<file path="src/ptb_pwm_regs.vh">
`ifndef PTB_PWM_REGS_VH
`define PTB_PWM_REGS_VH

// register indices (byte address = index * 4)
`define PTB_IDX_COUNTER 4'h0
`define PTB_IDX_PERIOD 4'h1
`define PTB_IDX_TBCTRL 4'h2
`define PTB_IDX_U1DUTY 4'h3
`define PTB_IDX_U1SHADOW 4'h4
`define PTB_IDX_U1CTRL 4'h5
`define PTB_IDX_U2DUTY 4'h6
`define PTB_IDX_U2SHADOW 4'h7
`define PTB_IDX_U2CTRL 4'h8
`define PTB_IDX_DIR 4'h9

// reset values
`define PTB_RST_COUNTER 8'h00
`define PTB_RST_PERIOD 8'hFF
`define PTB_RST_TBCTRL 7'h00
`define PTB_RST_UCTRL 6'h00
`define PTB_RST_DUTY 8'h00
`define PTB_RST_DIR 2'h3

// unit control fields
`define PTB_UC_DUTYLO_HI 5
`define PTB_UC_DUTYLO_LO 4
`define PTB_UC_MODE_HI 3
`define PTB_UC_MODE_LO 0
`define PTB_MODE_PWM 2'h3

// timebase control fields
`define PTB_TB_RUN 2
`define PTB_TB_PS_HI 1
`define PTB_TB_PS_LO 0
`define PTB_PS_DIV1 2'h0
`define PTB_PS_DIV4 2'h1

// prescaler terminal counts
`define PTB_PS_LAST1 4'h0
`define PTB_PS_LAST4 4'h3
`define PTB_PS_LAST16 4'hF

`endif

</file>
<file path="src/ptb_prescaler.v">
`timescale 1ns/10ps
`include "ptb_pwm_regs.vh"

module ptb_prescaler
(
   // clock and reset
   input wire core_clk,
   input wire arst_n,
   // control
   input wire run,
   input wire [1:0] divSel,
   // outputs
   output wire tick,
   output wire [1:0] subCount
);

reg [3:0] psCnt_ff;
reg [3:0] lastCnt;
wire [3:0] nxt_psCnt;

always @*
begin
   case (divSel)
      `PTB_PS_DIV1: lastCnt = `PTB_PS_LAST1;
      `PTB_PS_DIV4: lastCnt = `PTB_PS_LAST4;
      default: lastCnt = `PTB_PS_LAST16;
   endcase
end

assign tick = run && (psCnt_ff >= lastCnt);
assign nxt_psCnt = tick ? 4'h0 : (run ? psCnt_ff + 4'h1 : psCnt_ff);

always @(posedge core_clk or negedge arst_n)
begin
   if (!arst_n)
      psCnt_ff <= 4'h0;
   else
      psCnt_ff <= nxt_psCnt;
end

// the two lower bits of the sub-count extend the counter to 10 bits;
// with divide-by-16 they are the top two prescaler bits
assign subCount = (divSel == `PTB_PS_DIV1) ? 2'h0 :
                  (divSel == `PTB_PS_DIV4) ? psCnt_ff[1:0] :
                  psCnt_ff[3:2];

endmodule // ptb_prescaler

</file>
<file path="src/ptb_duty_unit.v">
`timescale 1ns/10ps
`include "ptb_pwm_regs.vh"

module ptb_duty_unit
(
   // clock and reset
   input wire core_clk,
   input wire arst_n,
   // configuration
   input wire pwmMode,
   input wire ctrlZero,
   input wire [9:0] dutyWritten,
   // timebase
   input wire periodEnd,
   input wire [9:0] extCount,
   // results
   output wire [7:0] shadowByte,
   output wire pwmLevel
);

reg [7:0] shadow_ff;
reg [1:0] latchLo_ff;
reg out_ff;
reg [7:0] nxt_shadow;
reg [1:0] nxt_latchLo;
reg nxt_out;

always @*
begin
   nxt_shadow = shadow_ff;
   nxt_latchLo = latchLo_ff;
   nxt_out = out_ff;
   if (ctrlZero || !pwmMode)
      nxt_out = 1'b0;
   else if (periodEnd)
   begin
      nxt_shadow = dutyWritten[9:2];
      nxt_latchLo = dutyWritten[1:0];
      nxt_out = (dutyWritten != 10'h000);
   end
   // never matches if duty exceeds period, so output stays high
   else if ({shadow_ff, latchLo_ff} == extCount)
      nxt_out = 1'b0;
end

always @(posedge core_clk or negedge arst_n)
begin
   if (!arst_n)
   begin
      shadow_ff <= `PTB_RST_DUTY;
      latchLo_ff <= 2'h0;
      out_ff <= 1'b0;
   end
   else
   begin
      shadow_ff <= nxt_shadow;
      latchLo_ff <= nxt_latchLo;
      out_ff <= nxt_out;
   end
end

assign shadowByte = shadow_ff;
assign pwmLevel = out_ff;

endmodule // ptb_duty_unit

</file>
<file path="src/ptb_pwm_timebase.v">
`timescale 1ns/10ps
`include "ptb_pwm_regs.vh"

////////////////////////////////////////////////////////////////////////////
module ptb_pwm_timebase
(
   // clock and reset
   input wire core_clk,
   input wire arst_n,
   // wishbone slave
   input wire wb_cyc_i,
   input wire wb_stb_i,
   input wire wb_we_i,
   input wire [5:0] wb_adr_i,
   input wire [3:0] wb_sel_i,
   input wire [31:0] wb_dat_i,
   output wire [31:0] wb_dat_o,
   output wire wb_ack_o,
   output wire wb_err_o,
   // pwm pins, output enable low while driving
   output wire pwmOneOut,
   output wire pwmOneOe_n,
   output wire pwmTwoOut,
   output wire pwmTwoOe_n
);

////////////////////////////////////////////////////////////////////////////
// bus decode

reg ack_ff;
reg err_ff;
reg [31:0] rdData_ff;
reg [7:0] counter_ff;
reg [7:0] period_ff;
reg [6:0] tbCtrl_ff;
reg [7:0] duty1_ff;
reg [7:0] duty2_ff;
reg [5:0] ctrl1_ff;
reg [5:0] ctrl2_ff;
reg [1:0] dir_ff;
reg [7:0] nxt_counter;
reg [31:0] nxt_rdData;
reg nxt_mapped;

wire [3:0] regIdx;
wire busReq;
wire wrLane0;
wire wrStrobe;
wire [7:0] shadow1;
wire [7:0] shadow2;
wire pwmLevel1;
wire pwmLevel2;
wire psTick;
wire [1:0] psSub;
wire periodMatch;
wire periodEnd;
wire [9:0] extCount;
wire timebaseRun;

assign regIdx = wb_adr_i[5:2];
// one request per strobe; ack drops in the cycle after it was given
assign busReq = wb_cyc_i && wb_stb_i && !ack_ff && !err_ff;
assign wrLane0 = wb_sel_i[0];

always @*
begin
   nxt_mapped = 1'b1;
   nxt_rdData = 32'h0000_0000;
   case (regIdx)
      `PTB_IDX_COUNTER: nxt_rdData[7:0] = counter_ff;
      `PTB_IDX_PERIOD: nxt_rdData[7:0] = period_ff;
      `PTB_IDX_TBCTRL: nxt_rdData[6:0] = tbCtrl_ff;
      `PTB_IDX_U1DUTY: nxt_rdData[7:0] = duty1_ff;
      `PTB_IDX_U1SHADOW: nxt_rdData[7:0] = shadow1;
      `PTB_IDX_U1CTRL: nxt_rdData[5:0] = ctrl1_ff;
      `PTB_IDX_U2DUTY: nxt_rdData[7:0] = duty2_ff;
      `PTB_IDX_U2SHADOW: nxt_rdData[7:0] = shadow2;
      `PTB_IDX_U2CTRL: nxt_rdData[5:0] = ctrl2_ff;
      `PTB_IDX_DIR: nxt_rdData[1:0] = dir_ff;
      default: nxt_mapped = 1'b0;
   endcase
end

assign wrStrobe = busReq && wb_we_i && wrLane0 && nxt_mapped;

always @(posedge core_clk or negedge arst_n)
begin
   if (!arst_n)
   begin
      ack_ff <= 1'b0;
      err_ff <= 1'b0;
      rdData_ff <= 32'h0000_0000;
   end
   else
   begin
      ack_ff <= busReq && nxt_mapped;
      err_ff <= busReq && !nxt_mapped;
      rdData_ff <= (busReq && !wb_we_i) ? nxt_rdData : rdData_ff;
   end
end

assign wb_ack_o = ack_ff;
assign wb_err_o = err_ff;
assign wb_dat_o = rdData_ff;

////////////////////////////////////////////////////////////////////////////
// software registers

always @(posedge core_clk or negedge arst_n)
begin
   if (!arst_n)
   begin
      period_ff <= `PTB_RST_PERIOD;
      tbCtrl_ff <= `PTB_RST_TBCTRL;
      duty1_ff <= `PTB_RST_DUTY;
      duty2_ff <= `PTB_RST_DUTY;
      ctrl1_ff <= `PTB_RST_UCTRL;
      ctrl2_ff <= `PTB_RST_UCTRL;
      dir_ff <= `PTB_RST_DIR;
   end
   else if (wrStrobe)
   begin
      // shadow registers take no write
      case (regIdx)
         `PTB_IDX_PERIOD: period_ff <= wb_dat_i[7:0];
         `PTB_IDX_TBCTRL: tbCtrl_ff <= wb_dat_i[6:0];
         `PTB_IDX_U1DUTY: duty1_ff <= wb_dat_i[7:0];
         `PTB_IDX_U1CTRL: ctrl1_ff <= wb_dat_i[5:0];
         `PTB_IDX_U2DUTY: duty2_ff <= wb_dat_i[7:0];
         `PTB_IDX_U2CTRL: ctrl2_ff <= wb_dat_i[5:0];
         `PTB_IDX_DIR: dir_ff <= wb_dat_i[1:0];
         default: dir_ff <= dir_ff;
      endcase
   end
end

////////////////////////////////////////////////////////////////////////////
// shared timebase

assign timebaseRun = tbCtrl_ff[`PTB_TB_RUN];

// postscaler bits 6:3 are stored and read back over the bus but never used by the timebase
ptb_prescaler u_prescaler
(
   .core_clk(core_clk),
   .arst_n(arst_n),
   .run(timebaseRun),
   .divSel(tbCtrl_ff[`PTB_TB_PS_HI:`PTB_TB_PS_LO]),
   .tick(psTick),
   .subCount(psSub)
);

assign periodMatch = (counter_ff == period_ff);
assign periodEnd = psTick && periodMatch;
assign extCount = {counter_ff, psSub};

always @*
begin
   nxt_counter = counter_ff;
   if (wrStrobe && regIdx == `PTB_IDX_COUNTER)
      nxt_counter = wb_dat_i[7:0];
   else if (periodEnd)
      nxt_counter = `PTB_RST_COUNTER;
   else if (psTick)
      nxt_counter = counter_ff + 8'h01;
end

always @(posedge core_clk or negedge arst_n)
begin
   if (!arst_n)
      counter_ff <= `PTB_RST_COUNTER;
   else
      counter_ff <= nxt_counter;
end

////////////////////////////////////////////////////////////////////////////
// duty units, both on the same timebase

ptb_duty_unit u_unit_one
(
   .core_clk(core_clk),
   .arst_n(arst_n),
   .pwmMode(ctrl1_ff[`PTB_UC_MODE_HI:2] == `PTB_MODE_PWM),
   .ctrlZero(ctrl1_ff == `PTB_RST_UCTRL),
   .dutyWritten({duty1_ff,
                 ctrl1_ff[`PTB_UC_DUTYLO_HI:`PTB_UC_DUTYLO_LO]}),
   .periodEnd(periodEnd),
   .extCount(extCount),
   .shadowByte(shadow1),
   .pwmLevel(pwmLevel1)
);

ptb_duty_unit u_unit_two
(
   .core_clk(core_clk),
   .arst_n(arst_n),
   .pwmMode(ctrl2_ff[`PTB_UC_MODE_HI:2] == `PTB_MODE_PWM),
   .ctrlZero(ctrl2_ff == `PTB_RST_UCTRL),
   .dutyWritten({duty2_ff,
                 ctrl2_ff[`PTB_UC_DUTYLO_HI:`PTB_UC_DUTYLO_LO]}),
   .periodEnd(periodEnd),
   .extCount(extCount),
   .shadowByte(shadow2),
   .pwmLevel(pwmLevel2)
);

// direction bit 0 gates unit one, bit 1 unit two; 0 makes the pin drive
assign pwmOneOut = pwmLevel1;
assign pwmOneOe_n = dir_ff[0];
assign pwmTwoOut = pwmLevel2;
assign pwmTwoOe_n = dir_ff[1];

endmodule // ptb_pwm_timebase

</file>
<file path="config.mk">
export PLATFORM = sky130hd
export DESIGN_NAME = ptb_pwm_timebase
export DESIGN_NICKNAME = d
export VERILOG_FILES = /design/src/ptb_prescaler.v /design/src/ptb_duty_unit.v /design/src/ptb_pwm_timebase.v
export VERILOG_INCLUDE_DIRS = /design/src /design/src/src
export SDC_FILE = /design/constraint.sdc
export NUM_CORES = 1
export LEC_CHECK = 0
export BUFFER_PORTS_ARGS = -buffer_cell sky130_fd_sc_hd__buf_2
export CAP_MARGIN = 20
export CORE_ASPECT_RATIO = 1.5
export CORE_MARGIN = 3
export CORE_UTILIZATION = 35
export DETAILED_ROUTE_END_ITERATION = 8
export SKIP_CTS_REPAIR_TIMING = 1
export SLEW_MARGIN = 20
export SYNTH_ARGS = -nofsm -noshare
export SYNTH_HDL_FRONTEND = slang
export SYNTH_HIERARCHICAL = 1
export SYNTH_SLANG_ARGS = --single-unit
</file>
<file path="constraint.sdc">
create_clock -name core_clk -period 4.46 [get_ports core_clk]
set_clock_uncertainty 0.15 [all_clocks]
set_input_delay 0.223 -clock core_clk [delete_from_list [all_inputs] [get_ports core_clk]]
set_output_delay 0.223 -clock core_clk [all_outputs]
set_load 0.03 [all_outputs]
</file>
==> flow_metrics.tcl, run 1 <==
set metrics [dict create \
    critPathBufInv 2 \
    grt_max_degree 52 \
    fmax_mhz 258 \
    drive_above_1_share 0.323 \
    layout_commonest_cell "dfrtp_1" \
    die_h_um 154 \
    hold_viol_final 0 \
    arrival_ps 4000 \
    yosysUniqueCellTypes 65 \
    ff2ff_path_depth 12 \
    yosys_register_bits 89 \
    clock_sinks 89 \
    yosys_warnings 6 \
    p_leak_nw 2.51 \
    crit_chain "or2_2 > inv_1 > ha_1 > o211ai_1 > o21ai_2 > and2_1 > nand2_1 > nor3_1 > buf_4 > nand3b_1 > a31oi_1 > a21o_1" \
    multi_input_area_um2 2670 \
    worst_path_max_delay_cell "and2_1" \
    endpoint_kind "register" \
    powerDensity_nw_per_um2 383 \
    routed_wirelength_um 13300 \
    cts_tree "done" \
    drt_iter0_markers 189 \
    maxCapViolCount 0 \
    fill_cells 1377 \
    grt_use_total 0.169 \
    synth-seq-area-share 0.435 \
    cp_top_family "simple AND/OR/NAND/NOR gates" \
    worstReg2RegStart "tbCtrl_ff[1]$_DFFE_PN0P_" \
    die_w_um 105 \
    finalCritPeriodShare 0.868 \
    path_max_fanout 11 \
    synth_edf_count 0 \
    insertion_delay_ps 340 \
    pin_count 85 \
    synth_area_per_cell_um2 11.5 \
    period_needed_ps 3870 \
    grt_use_met2 0.294 \
    grt_pass1_wl_um 21100 \
    worstSetupStartpointType "register" \
    whs_ps 15.7 \
    syn2layout_area_growth_pct 9.36 \
    fin_nets 528 \
    met3_usage 0.0242 \
    register_area_um2 2240 \
    cts.htree.levels 3 \
    fin_ws_ps 590 \
    clockBufferDepth 2 \
    place.gp.congestion 0.936 \
    top_usage_layer "met2" \
    final_cell_mix "dfrtp_1 (79), mux2_2 (74), buf_2 (30)" \
    hold_path.class "in -> reg" \
    hold_start "wb_dat_i[7]" \
    drc 0 \
    synthCells 449 \
    reg2reg_slack_ps 590 \
    slowest_delay_ps 460 \
    start_util 0.363 \
    setup_viol 0 \
    io_buffers 31 \
    hpwl_um 9920 \
    grt.overflow.total 0 \
    async_flop_share 1.00 \
    slew_viol_final 0 \
    cp_data_required_time_ps 4590 \
    clk_pin_slew_ps 60 \
    rsz0062_at_grt "no" \
    viasPerCell 5.39 \
    grt_pass1_vias 3627 \
    min_path_cells 2 \
    grt_use_met1 0.194 \
    rows 53 \
    final_util 0.396 \
    tns_ps 0 \
    wl_per_cell_um 19.7 \
    die-area_um2 16200 \
    diodes 0 \
    synth_top_flop_cell "dfrtp_1" \
    postRouteAntennaNets 0 \
    slew_headroom 0.490 \
    crit_type "reg -> reg" \
    firstDrtPassIters 4 \
    core-area_um2 14200 \
    status "finished, final reports clean" \
    preCtsSetupSlack_ps 593 \
    routed-via-count 3620 \
    regToRegEndpoint "u_unit_one/pwmLevel$_DFFE_PN0P_" \
    cts_buffers 9 \
    cts_root_buf "clkbuf_16" \
    worstHoldEndpoint "counter_ff[7]$_DFFE_PN0P_" \
    tightest_slew_ps 757 \
    vdd_drop_max_uv 221 \
    syn_area_um2 5140 \
    antenna_found_initial 0 \
]
[report_power, final]
group	internal, W	switching, W
Combinational	0.000190	0.000270
Clock	0.000393	0.000290
Sequential	0.000886	0.000124
[cells by family after synthesis]
group | synth area share
AO/OA/AOI/OAI | 0.0871
XOR/XNOR | 0.0528
adder cells (fa/ha/maj) | 0.0146
buffers and inverters | 0.0630
flip-flops | 0.435
multiplexers | 0.197
other | 0.000729
AND/OR/NAND/NOR | 0.149
[Yosys cell counts (all sizes together), types with 6 or more instances]
master / instances / area (µm²)
nand4: 8 / 56.3
nand3: 6 / 35.0
a21oi: 15 / 75.1
nand3b: 10 / 75.1
dfstp: 10 / 263
nor3: 14 / 115
ha: 6 / 75.1
mux2i: 7 / 70.1
inv: 9 / 33.8
mux2: 74 / 833
dfrtp: 79 / 1980
xnor2: 12 / 105
xor2: 19 / 166
nand2: 27 / 101
nor2: 13 / 56.3
o21ai: 12 / 67.6
nor4: 8 / 75.1
buf: 38 / 274
[state kept, by name, indices dropped and copies added, names as in the netlist, 2 cells and up]
register               cells
ctrl2_ff                   6
dir_ff                     2
u_prescaler/psCnt_ff       4
ctrl1_ff                   6
u_unit_one/latchLo_ff      2
duty2_ff                   8
u_unit_one/shadowByte      8
tbCtrl_ff                  7
counter_ff                 8
u_unit_two/latchLo_ff      2
duty1_ff                   8
wb_dat_o                   8
u_unit_two/shadowByte      8
period_ff                  8
[routing by layer]
metal,up-vias,wire [µm]
li1,1647,-
met1,1798,5080
met2,134,6800
met3,41,627
met4,0,758
met5,-,0
[worst max-delay path by stage]
stage,start,cells past startpoint,to
final,tbCtrl_ff[1]$_DFFE_PN0P_,12,u_unit_one/pwmLevel$_DFFE_PN0P_
after global routing,tbCtrl_ff[1]$_DFFE_PN0P_,12,u_unit_one/pwmLevel$_DFFE_PN0P_
after CTS,tbCtrl_ff[1]$_DFFE_PN0P_,12,u_unit_one/pwmLevel$_DFFE_PN0P_
after detailed placement,tbCtrl_ff[1]$_DFFE_PN0P_,12,u_unit_one/pwmLevel$_DFFE_PN0P_
after global placement,tbCtrl_ff[1]$_DFFE_PN0P_,10,u_unit_one/shadowByte[6]$_DFFE_PN0P_
after floorplan,tbCtrl_ff[1]$_DFFE_PN0P_,11,u_unit_one/latchLo_ff[0]$_DFFE_PN0P_
[stage by stage]
step           instances  power [W]  area [µm²]
6_report             672    0.00215        5630
3_3_place_gp         655    0.00147        5350
2_1_floorplan        472    0.00134        5230
3_5_place_dp         655    0.00148        5350
4_1_cts              671    0.00217        5620
5_1_grt              672    0.00225        5630
[layout make-up]
class | instances | share of cell area
inverter | 9 | 0.00600
multi-input combinational | 332 | 0.474
clock inverter | 1 | 0.000889
tap | 192 | 0.0427
timing repair buffer | 34 | 0.0325
clock buffer | 15 | 0.0458
sequential | 89 | 0.398
Power figures use the tool's default switching activity.
==> inputs of run 2 (changes only) <==
- CORE_UTILIZATION: 35 -> 45
- PLACE_DENSITY: not set -> 0.66
==> run 2 against run 1 <==
  * Global-route usage rose by 4.7 points
  * Largest cell class unchanged
  * Clock-buffer cell count fell by 4
  * Largest power group unchanged
  * Die area fell by 21%
  * Sequential share of layout area rose by 0.18 points
==> flow_metrics.tcl, run 2 (same netlist as run 1, synthesis figures left out) <==
set metrics [dict create \
    p_comb_frac 0.206 \
    fmax_mhz 254 \
    dp_cells 609 \
    grt_use_total 0.216 \
    antenna_found_initial 0 \
    vdd_drop_max_uv 207 \
    setup_viol 0 \
    register_area_um2 2240 \
    grt.overflow.total 0 \
    grt_pass1_wl_um 20300 \
    final_cell_mix "dfrtp_1 (79), mux2_2 (74), buf_2 (30)" \
    arrival_ps 4020 \
    grt_pass1_vias 3475 \
    endpoint_kind "register" \
    cts_buffers 9 \
    maxCapViolCount 0 \
    hold_path.class "in -> reg" \
    drc 0 \
    place.gp.congestion 0.956 \
    pin_count 85 \
    die_w_um 93.3 \
    path_max_fanout 11 \
    final_cells 626 \
    slew_headroom 0.447 \
    slew_viol_final 0 \
    diodes 0 \
    fill_cells 981 \
    crit_chain "or2_2 > inv_1 > ha_1 > o211ai_1 > o21ai_2 > and2_1 > nand2_1 > nor3_1 > nand3b_1 > mux2_2" \
    start_util 0.463 \
    finalCritPeriodShare 0.883 \
    clock_sinks 89 \
    routed_wirelength_um 13200 \
    worstSetupStartpointType "register" \
    status "finished, final reports clean" \
    clockBufferDepth 2 \
    period_needed_ps 3940 \
    wl_per_cell_um 21.0 \
    tns_ps 0 \
    core-area_um2 11100 \
    tightest_slew_ps 823 \
    layout_commonest_cell "dfrtp_1" \
    syn2layout_area_growth_pct 8.88 \
    drt_iter0_markers 292 \
    hpwl_um 9500 \
    cts_tree "done" \
    p_sw_frac 0.319 \
    grt_max_degree 90 \
    p_leak_nw 2.52 \
    cp_data_required_time_ps 4540 \
    hold_viol_final 0 \
    firstDrtPassIters 5 \
    cts.htree.levels 3 \
    rsz0062_at_grt "no" \
    powerDensity_nw_per_um2 399 \
    seqPwrFrac 0.453 \
    routed-via-count 3610 \
    power.switching_w 0.000714 \
    slowest_delay_ps 650 \
    cts_root_buf "clkbuf_16" \
    fin_nets 527 \
    worst_path_max_delay_cell "nor3_1" \
    drive_above_1_share 0.330 \
    multi_input_area_um2 2670 \
    internal_power_w 0.00152 \
    clkPwrFrac 0.341 \
    clk_pin_slew_ps 60 \
    viasPerCell 5.77 \
    postRouteAntennaNets 0 \
    io_buffers 31 \
    die-area_um2 12800 \
    die_h_um 137 \
    rows 47 \
    insertion_delay_ps 350 \
    crit_type "reg -> reg" \
]
run 2: power groups by stage:
| stage | sequential, W | combinational (W) | clock, W |
|---|---|---|---|
| after global placement | 0.00102 | 0.000445 | 0 |
| after global routing | 0.00102 | 0.000499 | 0.000807 |
| after detailed placement | 0.00103 | 0.000454 | 0 |
| final | 0.00101 | 0.000460 | 0.000763 |
| after floorplan | 0.00101 | 0.000333 | 0 |
| after CTS | 0.00101 | 0.000457 | 0.000775 |
run 2: critical path, delay by kind of cell, from the launching register on:
family,cells,cell delay [ps]
AOI/OAI and AO/OA,2,390
adders and majority gates,1,180
buffers and inverters,1,60
DFF,1,440
muxes,1,460
and+or+nand+nor,5,2140
run 2: cell type report:
cell class              count  share of cell area
inverters                   9             0.00603
clock inverters             5             0.00983
repair buffers             33              0.0319
clock buffers              11              0.0433
multi-input cells         332               0.476
well taps                 147              0.0328
flip-flops and latches     89               0.400
run 2: per-stage QoR:
step / power [W] / util / setup WS, ps / cell area [µm²] / hold slack (ps)
floorplan: 0.00134 / - / 1310 / 5230 / -223
global placement: 0.00147 / 0.476 / 639 / 5290 / 324
detailed placement: 0.00148 / 0.476 / 534 / 5290 / 339
CTS: 0.00224 / 0.503 / 529 / 5590 / -13.0
global route: 0.00233 / 0.504 / 392 / 5600 / 30.7
finish: 0.00224 / 0.504 / 520 / 5600 / 10.0
run 2: path summary, 6_finish.rpt:
check / cells after the start / from / slack, ps / end
worst min-delay path: 2 / wb_dat_i[7] / 10 / counter_ff[7]$_DFFE_PN0P_
worst max-delay path: 10 / tbCtrl_ff[1]$_DFFE_PN0P_ / 520 / u_unit_one/shadowByte[7]$_DFFE_PN0P_
min in group asynchronous: 2 / arst_n / 360 / wb_dat_o[0]$_DFFE_PN0P_
worst max register to register: 10 / tbCtrl_ff[1]$_DFFE_PN0P_ / 520 / u_unit_one/shadowByte[7]$_DFFE_PN0P_
max in group asynchronous: 2 / arst_n / 3240 / u_unit_two/shadowByte[2]$_DFFE_PN0P_
worst min register to register: 1 / wb_dat_o[5]$_DFFE_PN0P_ / 340 / wb_dat_o[5]$_DFFE_PN0P_
run 2: routing by layer:
layer,GRT usage,part of all wire,up-vias
met2,0.370,0.52,140
li1,-,-,1643
met3,0.0374,0.050,33
met4,0.118,0.047,0
met1,0.255,0.39,1794
met5,0,0,-
